File: config.mk
export PLATFORM = sky130hd
export DESIGN_NAME = fsp_guard
export DESIGN_NICKNAME = d
export VERILOG_FILES = /design/src/fsp_pkg.sv /design/src/fsp_guard.sv /design/src/fsp_bounds.sv /design/src/fsp_classify.sv
export SDC_FILE = /design/constraint.sdc
export NUM_CORES = 1
export LEC_CHECK = 0
export BUFFER_PORTS_ARGS = -buffer_cell sky130_fd_sc_hd__buf_4
export CAP_MARGIN = 10
export CORE_MARGIN = 5
export CORE_UTILIZATION = 55
export CTS_BUF_LIST = sky130_fd_sc_hd__clkbuf_16
export CTS_CLUSTER_SIZE = 20
export DETAILED_ROUTE_END_ITERATION = 16
export MAX_ROUTING_LAYER = met4
export PLACE_DENSITY = 0.87
export SLEW_MARGIN = 10
export SYNTH_ARGS = -nofsm -noshare
export SYNTH_HDL_FRONTEND = slang
export SYNTH_SLANG_ARGS = --single-unit
File: constraint.sdc
create_clock -name clk -period 14.8 [get_ports clk]
set_input_delay 2.22 -clock clk [delete_from_list [all_inputs] [get_ports clk]]
set_output_delay 2.22 -clock clk [all_outputs]
set_load 0.1 [all_outputs]
File: src/fsp_pkg.sv
// package of constants and carrier types for the flash section protection block
// ============================================================
package fsp_pkg;
    // ============================================================
    // geometry
    localparam int FLASH_ADDR_W = 14;
    localparam int EE_ADDR_W = 9;
    localparam int PAGE_BYTES = 64;
    localparam int PAGE_OFS_W = 6;
    localparam int FUSE_UNIT_SHIFT = 8;
    localparam int FUSE_W = 8;
    localparam logic [FUSE_W-1:0] LOADER_SIZE_DEFAULT = 8'h00;
    localparam logic [FUSE_W-1:0] CODE_SIZE_DEFAULT = 8'h00;
    localparam logic [FLASH_ADDR_W-1:0] FLASH_FIRST_ADDR = 14'h0000;
    localparam logic [FLASH_ADDR_W-1:0] FLASH_LAST_ADDR = 14'h3FFF;
    // concurrent read region is the low 12 KB
    localparam logic [FLASH_ADDR_W-1:0] STALL_REGION_START = 14'h3000;
    localparam int FUSE_COUNT = 4;
    localparam int OP_CYCLES = 16;
    localparam int OP_CNT_W = 12;

    // ============================================================
    // enumerations
    typedef enum logic [1:0] {
        FSP_REG_LOADER,
        FSP_REG_CODE,
        FSP_REG_DATA
    } fsp_region_t;

    typedef enum logic [2:0] {
        FSP_TGT_FLASH,
        FSP_TGT_EEPROM,
        FSP_TGT_USER_ROW_A,
        FSP_TGT_FUSE,
        FSP_TGT_NONE
    } fsp_target_t;

    typedef enum logic [2:0] {
        FSP_OP_WRITE,
        FSP_OP_ERASE,
        FSP_OP_ERASE_WRITE,
        FSP_OP_CHIP_ERASE,
        FSP_OP_NONE
    } fsp_op_t;

    // ============================================================
    // carriers
    typedef struct packed {
        logic [FLASH_ADDR_W-1:0] loaderEnd;
        logic [FLASH_ADDR_W-1:0] code_end_addr;
        logic codePresent;
        logic dataPresent;
    } fsp_bounds_t;

    typedef struct packed {
        logic loaderReadProtect;
        logic eepromWriteProtect;
        logic dataRegionWriteProtect;
        logic codeRegionWriteProtect;
    } fsp_ctrl_t;

    typedef struct packed {
        logic valid;
        fsp_target_t target;
        fsp_op_t op;
        logic [FLASH_ADDR_W-1:0] addr;
        logic fromPort;
    } fsp_cmd_t;
endpackage : fsp_pkg

File: src/fsp_guard.sv
// access guard: section rules, stalls, page tracking and fuse loading
`timescale 1ns/1ps
module fsp_guard #(
    parameter int OP_CYCLES = fsp_pkg::OP_CYCLES,
    parameter int PAGE_BYTES = fsp_pkg::PAGE_BYTES
) (
    input wire logic clk,
    input wire logic rst,
    // ============================================================
    // cpu side
    input wire logic [fsp_pkg::FLASH_ADDR_W-1:0] cpuPc,
    input wire logic cpuRead,
    input wire logic [fsp_pkg::FLASH_ADDR_W-1:0] cpuReadAddr,
    input wire logic cpuReadFlash,
    input fsp_pkg::fsp_cmd_t cpuCmd,
    input wire logic [fsp_pkg::PAGE_OFS_W-1:0] bufWriteOfs,
    input wire logic bufWrite,
    input fsp_pkg::fsp_ctrl_t ctrlWrite,
    input wire logic ctrlWriteEn,
    input wire logic vectorTableSelect,
    // ============================================================
    // programming port side
    input fsp_pkg::fsp_cmd_t portCmd,
    input wire logic deviceLocked,
    input wire logic [fsp_pkg::FUSE_COUNT*fsp_pkg::FUSE_W-1:0] fuseArray,
    input wire logic startupDone,
    // ============================================================
    // outputs
    output logic cpuStall,
    output logic readDeny,
    output logic cmdRefused,
    output logic opBusy,
    output fsp_pkg::fsp_cmd_t opActive,
    output logic [PAGE_BYTES-1:0] byteMask,
    output logic pageWhole,
    output logic [fsp_pkg::FLASH_ADDR_W-1:0] vectorBase,
    output fsp_pkg::fsp_ctrl_t ctrlState,
    output logic [fsp_pkg::FUSE_COUNT*fsp_pkg::FUSE_W-1:0] configRegs,
    output fsp_pkg::fsp_bounds_t boundsOut
);
    import fsp_pkg::*;

    typedef enum {
        FSP_ST_IDLE,
        FSP_ST_BUSY
    } fsp_state_t;

    typedef struct packed {
        fsp_state_t st;
        logic [OP_CNT_W-1:0] cnt;
        fsp_cmd_t op;
        logic opStalling;
        logic [PAGE_BYTES-1:0] mask;
        fsp_ctrl_t ctrl;
        logic [FUSE_COUNT*FUSE_W-1:0] cfg;
        logic cfgLoaded;
        logic refused;
    } fsp_guard_state_t;

    localparam logic [OP_CNT_W-1:0] OP_LAST = OP_CNT_W'(OP_CYCLES - 1);

    fsp_guard_state_t s_reg;
    fsp_guard_state_t s_next;
    fsp_bounds_t bounds;
    fsp_region_t pcRegion;
    fsp_region_t rdRegion;
    fsp_region_t tgtRegion;
    fsp_cmd_t req;
    logic allowed;
    logic rdInConcurrent;

    // size fuses live in the two lowest configuration bytes
    fsp_bounds u_bounds (
        .loaderSizeFuse(s_reg.cfg[FUSE_W-1:0]),
        .codeSizeFuse(s_reg.cfg[2*FUSE_W-1:FUSE_W]),
        .bounds(bounds)
    );
    fsp_classify u_pc (
        .addr(cpuPc),
        .bounds(bounds),
        .region(pcRegion)
    );
    fsp_classify u_rd (
        .addr(cpuReadAddr),
        .bounds(bounds),
        .region(rdRegion)
    );
    fsp_classify u_tgt (
        .addr(req.addr),
        .bounds(bounds),
        .region(tgtRegion)
    );

    // ============================================================
    // permission check
    // port has priority over the cpu for the one request slot
    assign req = portCmd.valid ? portCmd : cpuCmd;

    always_comb begin
        allowed = 1'b0;
        if (req.fromPort) begin
            // port writes user row and fuses even on a locked part
            allowed = (req.target == FSP_TGT_USER_ROW_A)
                || (req.target == FSP_TGT_FUSE) || !deviceLocked;
        end else if (req.target == FSP_TGT_FUSE) begin
            allowed = 1'b0;
        end else if (pcRegion == FSP_REG_DATA) begin
            allowed = 1'b0;
        end else begin
            case (req.target)
                FSP_TGT_FLASH: begin
                    case (tgtRegion)
                        FSP_REG_LOADER: allowed = 1'b0;
                        FSP_REG_CODE: allowed = (pcRegion == FSP_REG_LOADER)
                            && !s_reg.ctrl.codeRegionWriteProtect;
                        FSP_REG_DATA: allowed =
                            !s_reg.ctrl.dataRegionWriteProtect;
                        default: allowed = 1'b0;
                    endcase
                    if (req.op == FSP_OP_CHIP_ERASE) begin
                        allowed = 1'b0;
                    end
                end
                FSP_TGT_EEPROM: allowed =
                    !s_reg.ctrl.eepromWriteProtect;
                FSP_TGT_USER_ROW_A: allowed = 1'b1;
                default: allowed = 1'b0;
            endcase
        end
    end

    // ============================================================
    // state update
    always_comb begin
        s_next = s_reg;
        s_next.refused = 1'b0;
        if (!s_reg.cfgLoaded && startupDone) begin
            s_next.cfg = fuseArray;
            s_next.cfgLoaded = 1'b1;
        end
        if (ctrlWriteEn) begin
            // read protect only settable from loader code, never cleared
            if (pcRegion == FSP_REG_LOADER && ctrlWrite.loaderReadProtect) begin
                s_next.ctrl.loaderReadProtect = 1'b1;
            end
            s_next.ctrl.eepromWriteProtect = ctrlWrite.eepromWriteProtect;
            s_next.ctrl.dataRegionWriteProtect =
                ctrlWrite.dataRegionWriteProtect;
            s_next.ctrl.codeRegionWriteProtect =
                ctrlWrite.codeRegionWriteProtect;
        end
        case (s_reg.st)
            FSP_ST_IDLE: begin
                if (bufWrite) begin
                    s_next.mask[bufWriteOfs] = 1'b1;
                end
                if (req.valid && req.op != FSP_OP_NONE) begin
                    if (allowed) begin
                        s_next.st = FSP_ST_BUSY;
                        s_next.cnt = OP_LAST;
                        s_next.op = req;
                        s_next.opStalling = (req.target == FSP_TGT_FLASH)
                            && (req.addr >= STALL_REGION_START);
                    end else begin
                        s_next.refused = 1'b1;
                    end
                end
            end
            FSP_ST_BUSY: begin
                if (s_reg.cnt == '0) begin
                    s_next.st = FSP_ST_IDLE;
                    s_next.op.valid = 1'b0;
                    s_next.opStalling = 1'b0;
                    s_next.mask = '0;
                end else begin
                    s_next.cnt = s_reg.cnt - OP_CNT_W'(1);
                end
            end
            default: s_next.st = FSP_ST_IDLE;
        endcase
    end

    always_ff @(posedge clk) begin
        if (rst) begin
            s_reg <= '{st: FSP_ST_IDLE, cnt: '0, op: '0, opStalling: 1'b0,
                mask: '0, ctrl: '0, cfg: '0,
                cfgLoaded: 1'b0, refused: 1'b0};
        end else begin
            s_reg <= s_next;
        end
    end

    // ============================================================
    // stall and outputs
    always_comb begin
        rdInConcurrent = cpuReadFlash && (cpuReadAddr < STALL_REGION_START);
        cpuStall = 1'b0;
        if (s_reg.st == FSP_ST_BUSY) begin
            if (s_reg.opStalling) begin
                cpuStall = 1'b1;
            end else if (s_reg.op.target == FSP_TGT_FLASH
                    || s_reg.op.target == FSP_TGT_USER_ROW_A) begin
                // stalling region stays readable while concurrent busy
                cpuStall = cpuRead && rdInConcurrent;
            end else begin
                cpuStall = cpuRead && !cpuReadFlash;
            end
        end
    end

    // protection acts from the first cycle the pc is outside the loader
    assign readDeny = s_reg.ctrl.loaderReadProtect
        && pcRegion != FSP_REG_LOADER
        && cpuRead && cpuReadFlash && rdRegion == FSP_REG_LOADER;
    assign cmdRefused = s_reg.refused;
    assign opBusy = (s_reg.st == FSP_ST_BUSY);
    assign opActive = s_reg.op;
    // eeprom touches marked bytes only; flash and user row whole page
    assign byteMask = (s_reg.op.target == FSP_TGT_EEPROM) ?
        s_reg.mask : '1;
    assign pageWhole = (s_reg.op.target != FSP_TGT_EEPROM);
    assign vectorBase = vectorTableSelect ? FLASH_FIRST_ADDR :
        (bounds.codePresent ? bounds.loaderEnd : FLASH_FIRST_ADDR);
    assign ctrlState = s_reg.ctrl;
    assign configRegs = s_reg.cfg;
    assign boundsOut = bounds;
endmodule : fsp_guard

File: src/fsp_bounds.sv
// region boundary decoder from the two size fuses
`timescale 1ns/1ps
module fsp_bounds (
    input wire logic [fsp_pkg::FUSE_W-1:0] loaderSizeFuse,
    input wire logic [fsp_pkg::FUSE_W-1:0] codeSizeFuse,
    output fsp_pkg::fsp_bounds_t bounds
);
    import fsp_pkg::*;

    logic [FUSE_W-1:0] lsz;
    logic [FUSE_W-1:0] csz;
    logic [FUSE_W+FUSE_UNIT_SHIFT:0] lEnd;
    logic [FUSE_W+FUSE_UNIT_SHIFT:0] cEnd;
    localparam logic [FUSE_W+FUSE_UNIT_SHIFT:0] FLASH_SIZE =
        17'(FLASH_LAST_ADDR) + 17'h00001;

    always_comb begin
        // an end past the last flash address falls back to the default
        // fuse; an end of exactly the flash size would wrap to zero
        lsz = ({1'b0, loaderSizeFuse, 8'h00} >= FLASH_SIZE) ?
            LOADER_SIZE_DEFAULT : loaderSizeFuse;
        csz = ({1'b0, codeSizeFuse, 8'h00} >= FLASH_SIZE) ?
            CODE_SIZE_DEFAULT : codeSizeFuse;
        lEnd = {1'b0, lsz, 8'h00};
        cEnd = {1'b0, csz, 8'h00};
        bounds.codePresent = 1'b0;
        bounds.dataPresent = 1'b0;
        bounds.loaderEnd = FLASH_LAST_ADDR;
        bounds.code_end_addr = FLASH_LAST_ADDR;
        if (lsz == 8'h00) begin
            bounds.loaderEnd = FLASH_LAST_ADDR;
        end else if (csz == 8'h00) begin
            bounds.loaderEnd = lEnd[FLASH_ADDR_W-1:0];
            bounds.code_end_addr = FLASH_LAST_ADDR;
            bounds.codePresent = 1'b1;
        end else if (csz <= lsz) begin
            bounds.loaderEnd = lEnd[FLASH_ADDR_W-1:0];
            bounds.code_end_addr = lEnd[FLASH_ADDR_W-1:0];
            bounds.dataPresent = 1'b1;
        end else begin
            bounds.loaderEnd = lEnd[FLASH_ADDR_W-1:0];
            bounds.code_end_addr = cEnd[FLASH_ADDR_W-1:0];
            bounds.codePresent = 1'b1;
            bounds.dataPresent = (cEnd != FLASH_SIZE);
        end
    end
endmodule : fsp_bounds

File: src/fsp_classify.sv
// maps a flash address to its logical region
`timescale 1ns/1ps
module fsp_classify (
    input wire logic [fsp_pkg::FLASH_ADDR_W-1:0] addr,
    input fsp_pkg::fsp_bounds_t bounds,
    output fsp_pkg::fsp_region_t region
);
    import fsp_pkg::*;

    // loader end marks the first byte past the loader; zero-size is all loader
    always_comb begin
        if (!bounds.codePresent && !bounds.dataPresent) begin
            region = FSP_REG_LOADER;
        end else if (addr < bounds.loaderEnd) begin
            region = FSP_REG_LOADER;
        end else if (bounds.codePresent && (addr < bounds.code_end_addr
                || !bounds.dataPresent)) begin
            region = FSP_REG_CODE;
        end else begin
            region = FSP_REG_DATA;
        end
    end
endmodule : fsp_classify

==> impl_results.md, run 1 <==
* Post-synth top area cell: dfxtp_1
* Final Hold Fails at 0
* CTS Buf Count at 17
* Period minus WS final at slightly below 7000 ps
* Layout area overhead at 26.5%
* Max Slew Vio Count at 0
* Main flop type after synthesis: dfxtp_1
* Routed wire length at 25,200 um
* Maximum vdd drop at just over 0.1 mV
* Crit path from: configRegs[6]
* F_max at 147 MHz
* Max H-tree Level at 4
* CTS max path bufs at 2
* Flops & latches, synth at 138
* Worst EP required at 15,110 ps
* Crit Path Class: flip-flop to flip-flop
* Number of global-route vias before repair at 7,820
* Cells along the critical path: nor2_2 > nand2_1 > ha_1 > a211oi_1 > o21ai_0 > o21bai_1 > nand2_1 > nor2_1 > a21oi_1 > nor2_1 > ha_1 > and4_1 > o21ai_0 > or3_1 > a31oi_1 > nor3_1 > o311a_1 > ha_1 > or4_1 > o41ai_1 > nand2b_1 > o21a_1 > buf_4 > mux2_1
* CTS tree: built
* Top-count cell post-synth: dfxtp_1
* Iter 0 DRT Violations at 552
* R2R cell count at 24
* Vias at 8,039
* Layout cell share with drive strength beyond 1 at 27.0%
* Synth Cell Area at 8400 um2
* Clock Latency Late Sink at 440 ps
* GP Congestion at 0.919
* CP Depth at 24
* Worst slew pin tran at 1190 ps
* Initial antenna violation count at 0
* Max FFs per register at 79
* Final setup TNS at 0 ps
* Status: finished, final reports clean
* Critical path arrival at 7100 ps
* Synth cell count leaders: dfxtp_1, nand2_1, a21oi_1
* Clk slew on worst S/H paths at 70 ps
* Setup slack, reg-to-reg at 8000 ps
* Worst R2R Start: configRegs[6]
* Post-synth top area share at approximately 33%
* Slew Limit Headroom at between 20 and 25%
* Antenna cells at 0
* Seq/Total Area, Yosys at between 30% and 40%
* CP max-delay cell: or4_1
* Layout Skew at 19.4 ps
* Row cnt at between 40 and 50
* Die Area at 17,800 um2
* Area contributors post-synth: dfxtp_1, ha_1, buf_4, a21oi_1, nand2_1
* Final Cycle Share at between 40% and 50%
* First-pass GRT wire length at 39,400 um
* Clock sinks at 138
* CTS root buffer: clkbuf_16
* Post-route ant nets at 0
* Critical R2R Capture: opActive[20]
* Initial Util at 55.7%
* Mapped Cells at ~1.0k
* Max Fanout on Critical Path at 27
* Die Span X at between 100 and 150 um
* Via density at 5.58
* Crit path top cell by count: ha_1
* Mapped Avg Cell Area at 8.02 um2
* Die H at approximately 130 um
* Post-cts gate resize count at 0
* DRC Markers at 0
* GR Overflow Total at 0
* WP buf/inv at 1
* Top Ports at a little under 300
* Setup violations, final at 0
* First-pass DRT Iterations at 5
* Hold WC Path Type: flip-flop to flip-flop
* Crit end category: flip-flop
* Max-Cap Viols at 0
* CP top delay family: simple AND/OR/NAND/NOR gates
* Yosys warnings at 0
* DR WL/cell at ~18 um
* Overall routing resource usage at 28.1%
* RSZ-0062 raised after global routing: no
* Cell variety after synth at 67
* Critical Path Start Type: flip-flop
* PortBufs at ~290
* Pin count of the biggest net entering global routing at 67
* Nets at 1,437
* Post-CTS Hold Buffers at 0
* Max incr delay on CP at ~570 ps
* Setup Fix Bufs, Post-CTS at 0
* Post-synth EDFFs at 0
* DP Wirelength at 19,000 um
* Leakage at 4.89 nW
* Post-synth ARST share at 0%
* Worst hold margin at roughly 450 ps
* Critical Path Sink: opActive[20]
* P per Cell Area at 138 nW/um2
* Core Area at 15,100 um2
[kinds of logic (layout without fill, tap and decap cells)]
group / Yosys count / in the layout / synth area share, %
buffers and inverters: 157 / 352 / 10.9
other: 2 / 12 / 0.0894
multiplexers: 44 / 44 / 5.51
adder cells (fa/ha/maj): 74 / 74 / 11.0
AND/OR/NAND/NOR: 409 / 409 / 23.1
AO/OA/AOI/OAI: 215 / 215 / 15.5
flip-flops: 138 / 138 / 32.9
XOR/XNOR: 9 / 9 / 0.938
[worst min path at each step]
stage / slack (ps) / from / endpoint / depth (start not counted)
after floorplan: 430 / opActive[21] / opActive[21] / 2
after global placement: 440 / s_reg[52] / s_reg[52] / 2
after CTS: 450 / opActive[21] / opActive[21] / 2
after global routing: 470 / configRegs[23] / configRegs[23] / 2
after detailed placement: 440 / opActive[21] / opActive[21] / 2
final: 450 / opActive[21] / opActive[21] / 2
[layer usage]
layer | track usage, % | share of wire, % | up-vias
met5 | - | 0 | -
met2 | 46.6 | 49 | 357
met4 | 9.37 | 2.9 | 0
li1 | - | - | 3911
met3 | 8.08 | 8.4 | 62
met1 | 32.8 | 40 | 3709
[tightest hold or removal path, cell delays in order (launching register included)]
cell and delay, ps:
dfxtp_1 310, nand2_1 50, o21ai_1 50
[final cells by class]
type	instances	area (um2)
multi-input combinational	763	4770
fill	1211	4460
sequential	138	2760
timing repair buffer	289	2170
clock buffer	17	425
tap	188	235
clock inverter	15	148
inverter	31	116
[stage by stage]
stage	setup WS (ps)	instances	total power, W	instance area, um2	utilization [%]
after floorplan	4160	1058	0.000926	8440	-
after global placement	8030	1409	0.00104	10100	66.6
after detailed placement	7920	1409	0.00105	10100	66.6
after CTS	8100	1441	0.00147	10600	70.4
after global routing	7580	1441	0.00152	10600	70.4
final	8000	1441	0.00146	10600	70.4
[power by group]
group          leakage [nW]  internal [W]  switching [W]  total, W
combinational          3.49      0.000156       0.000487  0.000643
clock                 0.277      0.000247       0.000171  0.000418
sequential             1.12      0.000390      0.0000144  0.000404
total                  4.89      0.000793       0.000672   0.00146
[cell usage in the layout, fill, tap and decap left out, types with 4 or more instances in the layout]
master / n
a211o_1: 4
a211oi_1: 8
a21o_1: 13
a21oi_1: 118
a31oi_1: 7
and4_1: 4
buf_4: 289
clkbuf_16: 17
conb_1: 12
dfxtp_1: 138
ha_1: 74
inv_1: 32
inv_6: 4
mux2_1: 5
mux2_2: 13
mux2i_1: 26
nand2_1: 136
nand2b_1: 75
nand3_1: 10
nand4_1: 5
nor2_1: 108
nor2b_1: 9
nor3_1: 24
nor3b_1: 6
nor4_1: 8
o211ai_1: 4
o21a_1: 7
o21ai_0: 20
xnor2_1: 6
Note: power is estimated with default switching activity, not from simulation.
==> run 2, diff against run 1 <==
CORE_UTILIZATION = 46   (was 55)
PLACE_DENSITY = 0.77   (was 0.87)
clock period = 6 ns   (was 14.8 ns; I/O delays follow)
==> run 2 against run 1 <==
  * Clock skew fell by 0.67 ps
  * Utilization fell by 9.2 points
  * Die area rose by 18%
  * Power rose to 2.5 times the previous value
  * Critical path depth rose by 1
  * Combinational power rose to 2.5 times the previous value
  * Sequential share of layout area fell by 0.85 points
  * Hold slack improved by 4.8 ps
  * First-iteration DRC count fell by 4.5%
  * Worst setup slack got worse by 7700 ps
  * Clock power rose to 2.6 times the previous value
  * Critical endpoint is now opActive[15]
  * Highest routed layer unchanged
==> impl_results.md, run 2 (synthesis results as in run 1) <==
* Status: finished, final reports clean
* Setup slack, reg-to-reg at 340 ps
* Flop pwr share at 26.9%
* Sw Share at a little under half
* Initial antenna violation count at 0
* Period minus WS final at 5660 ps
* Layout area overhead at 30.9%
* CTS root buffer: clkbuf_16
* Max H-tree Level at 4
* Max FFs per register at 79
* Die Area at 21,100 um2
* Antenna cells at 0
* CTS max path bufs at 2
* Combinational Power Share at 44.0%
* Net switching power at 0.00168 W
* Max Slew Vio Count at 0
* Max Fanout on Critical Path at 8
* P per Cell Area at roughly 340 nW/um2
* DP Wirelength at 19,300 um
* Critical path arrival at ~6000 ps
* PortBufs at roughly 290
* Critical Path Start Type: flip-flop
* Most common library cell in the layout ignoring fill and taps: buf_4
* Slew Limit Headroom at 18.8%
* Critical R2R Capture: opActive[15]
* Clock Latency Late Sink at 430 ps
* Row cnt at 49
* Worst Hold End: configRegs[20]
* First-pass DRT Iterations at 5
* Worst min-delay path startpoint: configRegs[20]
* Crit end category: flip-flop
* Dpl cell area at slightly above 10,000 um2
* Worst slew pin tran at about 1200 ps
* Hold path cells at 2
* Setup violations, final at 0
* Pint at 0.00203 W
* Number of global-route vias before repair at 7,772
* Final Cycle Share at 94.3%
* Layout cell share with drive strength beyond 1 at 29.5%
* Worst EP required at between 6000 and 7000 ps
* Leakage at 5.04 nW
* Final Hold Fails at 0
* Initial Util at 46.8%
* Total Power at 0.00370 W
* F_max at 177 MHz
* Core Area at about 18,000 um2
* Clock power frac at 29.1%
* Dpl ws at -238 ps
* Post-route ant nets at 0
* Hold WC Path Type: flip-flop to flip-flop
* Die Span X at 145 um
* Maximum vdd drop at 0.201 mV
* R2R cell count at 25
* Clock sinks at between 100 and 150
* Overall routing resource usage at 23.6%
* Nets at about 1.5k
* Layout Skew at 18.7 ps
* GR Overflow Total at 0
* Vias at 8,067
* Sequential cell area at between 2000 and 3000 um2
* Area of the multi-input gates at 4900 um2
* Final setup TNS at 0 ps
* Max-Cap Viols at 0
* Die H at 145 um
* Clk slew on worst S/H paths at ~60 ps
* Final instance area at 11,000 um2
* Top Ports at 294
* Setup ws final at ~340 ps
* GP Congestion at 0.937
* First-pass GRT wire length at 40,300 um
* DR WL/cell at 17.1 um
* CTS tree: built
* Via density at 5.36
* Most frequent cells in the layout: buf_4, dfxtp_1, nand2_1, a21oi_1, nor2_1
* Iter 0 DRT Violations at around 530
* DRC Markers at 0
* Routed wire length at 25,700 um
* Worst hold margin at 454 ps
* CTS Buf Count at 17
* Layout fillers at 1,591
* Crit Path Class: flip-flop to flip-flop
* Worst R2R Start: configRegs[15]
* Pin count of the biggest net entering global routing at 67
==> run 2: critical path: stages, from the launching register on <==
cell	delay (ps)
dfxtp_2	350
nor2_1	40
buf_4	150
nand2_1	100
inv_1	50
ha_1	300
a21o_1	200
a211oi_2	290
o21bai_1	150
nand2_2	150
nand3_1	90
o211a_1	180
ha_4	280
and4_1	180
o21ai_0	100
or3_1	350
a31oi_2	210
nor3_1	90
o311a_1	340
ha_1	300
or4_4	560
a2bb2oi_1	190
o41ai_4	90
nand2b_1	170
o21a_2	280
mux2_1	310
==> run 2: area by class of cell <==
type | instances | area share, %
flip-flops and latches | 138 | 25.1
multi-input cells | 764 | 44.6
clock inverters | 15 | 1.56
repair buffers | 310 | 21.2
inverters | 31 | 1.06
well taps | 229 | 2.61
clock buffers | 17 | 3.87
==> run 2: worst max path at each step <==
stage,from,endpoint,slack (ps),cells past startpoint
after floorplan,configRegs[6],opActive[15],70,18
after detailed placement,configRegs[6],opActive[14],-240,23
after CTS,configRegs[6],opActive[14],70,23
after global placement,configRegs[6],opActive[8],0.5,23
final,configRegs[15],opActive[15],340,25
after global routing,configRegs[14],s_reg[129],-40,27
==> run 2: repair_timing <==
item | CTS | global route
pin swaps | 0 | 8
gates cloned | 0 | 1
hold buffers | 0 | 0
buffers inserted | 0 | 8
setup endpoints to repair | 25 | 36
gates resized for setup | 4 | 17
==> run 2: routing by layer <==
| metal | up-vias | part of all wire [%] | global-route usage (%) |
|---|---|---|---|
| li1 | 3956 | - | - |
| met1 | 3711 | 43 | 30.7 |
| met2 | 356 | 47 | 36.1 |
| met3 | 44 | 7.9 | 6.02 |
| met4 | 0 | 2.2 | 7.79 |
| met5 | - | 0 | - |
==> run 2: stage by stage <==
step	std cells	utilization, %
CTS	1495	60.4
detailed placement	1463	56.9
global placement	1463	56.9
floorplan	1058	-
global route	1504	61.2
finish	1504	61.2
==> run 2: power groups by stage <==
stage          clock [W]  sequential, W  combinational, W
4_1_cts          0.00109       0.000994           0.00160
2_1_floorplan          0        0.00101           0.00128
6_report         0.00108       0.000995           0.00163
3_3_place_gp           0        0.00101           0.00158
5_1_grt          0.00113        0.00100           0.00172
3_5_place_dp           0        0.00101           0.00159
==> run 3, diff against run 2 <==
ABC_AREA = 1   (was default)
SETUP_SLACK_MARGIN = 0.5   (was default)
==> run 3 against run 2 <==
  * Sequential share of layout area is 0.49 points higher
  * Fmax is 16% higher
  * Register-to-register slack better by 780 ps
  * Clock skew is 5.4 ps lower
  * Hold slack better by 1.9 ps
  * Area after synthesis hardly changed
  * Clock power hardly changed
  * Count of clock-buffer cells in the layout stayed put
  * Global-route usage is 0.28 points higher
  * Synthesized cell count is 13% higher
  * Critical path type unchanged
==> impl_results.md, run 3 <==
* Die H at ~150 um
* Critical path arrival at 5220 ps
* Final Hold Fails at 0
* Layout area overhead at 28.3%
* Worst slew pin tran at 1080 ps
* DR WL/cell at 15.9 um
* CTS Buf Count at 17
* Crit end category: flip-flop
* Number of global-route vias before repair at 8,028
* Post-synth EDFFs at 0
* Setup ws final at 1130 ps
* Worst EP required at 6340 ps
* GR Overflow Total at 0
* Post-route ant nets at 0
* Hold WC Path Type: flip-flop to flip-flop
* Post-synth top area cell: dfxtp_1
* Area contributors post-synth: dfxtp_1, nand2_1, ha_1, buf_4, a21oi_1
* Synth cell count leaders: nand2_1, dfxtp_1, inv_1
* Critical Path Start Type: flip-flop
* Max H-tree Level at 4
* F_max at 205 MHz
* Mapped Avg Cell Area at 7.10 um2
* Pin count of the biggest net entering global routing at 65
* Final Cycle Share at between 80% and 90%
* CP max-delay cell: dfxtp_1
* Cell variety after synth at around 50
* Slew Limit Headroom at between 20% and 30%
* Post-synth top area share at 32.9%
* Layout Skew at 13.3 ps
* PortBufs at about 290
* Dpl cell area at 10,200 um2
* Initial antenna violation count at 1
* Clock Latency Late Sink at between 400 and 500 ps
* Seq/Total Area, Yosys at 32.9%
* Iter 0 DRT Violations at roughly 460
* Core Area at between 15,000 and 20,000 um2
* Dpl ws at 1140 ps
* Period minus WS final at about 4900 ps
* DP Wirelength at 20,200 um
* Fin util at about three fifths
* DRC Markers at 0
* First-pass DRT Iterations at 5
* Vias at 8,279
* Crit path top cell by count: nand2_1
* Final setup TNS at 0 ps
* Most frequent cells in the layout: buf_4, nand2_1, dfxtp_1, inv_1, nor2_1
* Synth Cell Area at between 8000 and 9000 um2
* Mapped Cells at 1,183
* Maximum vdd drop at 0.334 mV
* Setup Fix Bufs, Post-CTS at 0
* Post-synth ARST share at 0%
* Max FFs per register at slightly below 80
* Post-CTS Hold Buffers at 0
* RSZ-0062 raised after global routing: no
* Nets at 1,583
* Routed wire length at 25,900 um
* GP Congestion at 0.974
* Yosys warnings at 0
* Most common library cell in the layout ignoring fill and taps: buf_4
* Flops & latches, synth at 138
* CTS tree: built
* Die Span X at 145 um
* P per Cell Area at 362 nW/um2
* Layout cell share with drive strength beyond 1 at 26.2%
* Leakage at around 5 nW
* First-pass GRT wire length at 40,500 um
* Status: finished, final reports clean
* Row cnt at 49
* Via density at 5.08
* Clk slew on worst S/H paths at 60 ps
* CTS max path bufs at 2
* Die Area at 21,100 um2
* Max-Cap Viols at 0
* Main flop type after synthesis: dfxtp_1
* Setup violations, final at 0
* Max Slew Vio Count at 0
* Initial Util at a little under half
* Max incr delay on CP at around 330 ps
* Overall routing resource usage at 23.9%
* Top-count cell post-synth: nand2_1
* Crit Path Class: flip-flop to flip-flop
* Final instance area at 10,800 um2
* Clock sinks at 138
* Top Ports at between 200 and 300
* Max Fanout on Critical Path at 36
* CTS root buffer: clkbuf_16
run 3: cell count changes in the layout (fill, tap and decap cells not counted), sizes merged, moves of 10 or more:
| cell | change |
|---|---|
| nand2 | +124 |
| inv | +108 |
| nand2b | -75 |
| o21ai | +43 |
| nand3 | +36 |
| nor2 | +24 |
| mux2i | -23 |
| buf | -20 |
| a21o | -11 |
| nand4 | +10 |
| nor2b | -10 |
run 3: area by class of cell:
cell class / instances / area (um2)
inverter: 138 / 520
sequential: 138 / 2760
multi-input combinational: 801 / 4430
clock buffer: 17 / 425
antenna: 1 / 2.50
clock inverter: 15 / 176
timing repair buffer: 290 / 2180
fill: 1676 / 7190
tap: 229 / 287
run 3: critical path, delay by kind of cell, from the launching register on:
family	cells	cell delay, ps
buf+inv	4	560
compound gates	4	560
fa+ha+maj	3	830
simple gates	23	2500
flops	1	330
run 3: worst paths after layout:
kind	to	slack, ps	cells past startpoint	start
setup / recovery	opActive[18]	1130	34	configRegs[14]
hold / removal	s_reg[44]	460	2	s_reg[44]
setup reg to reg	opActive[18]	1130	34	configRegs[14]
hold reg to reg	s_reg[44]	460	2	s_reg[44]
run 3: stage by stage:
stage	cells	hold WS, ps	power (W)
global route	1629	470	0.00407
CTS	1628	458	0.00391
floorplan	1193	428	0.00249
global placement	1596	443	0.00282
detailed placement	1596	448	0.00284
finish	1629	456	0.00390
run 3: kinds of logic after synthesis:
| kind of cell | share of synthesized area [%] |
|---|---|
| AO/OA/AOI/OAI | 12.8 |
| XOR/XNOR | 1.04 |
| adder cells (fa/ha/maj) | 11.0 |
| buffers and inverters | 15.2 |
| flip-flops | 32.9 |
| multiplexers | 2.37 |
| other | 0.0894 |
| AND/OR/NAND/NOR | 24.5 |
run 3: layer usage:
layer,track usage (%),part of all wire (%),up-vias
met5,-,0,-
met4,8.72,2.8,0
met3,6.02,6.7,50
met2,38.5,47,298
met1,29.0,43,3775
li1,-,-,4156
run 3: power breakdown:
group | internal [W] | switching (W)
Combinational | 0.000423 | 0.00141
Clock | 0.000629 | 0.000443
Sequential | 0.000961 | 0.0000331
Total | 0.00201 | 0.00189
run 3: what timing repair did:
| action | 4_1_cts | 5_1_grt |
|---|---|---|
| gates resized for setup | 0 | 1 |
| endpoints found under the hold margin | 0 | 0 |
| endpoints found under the setup margin | 0 | 8 |
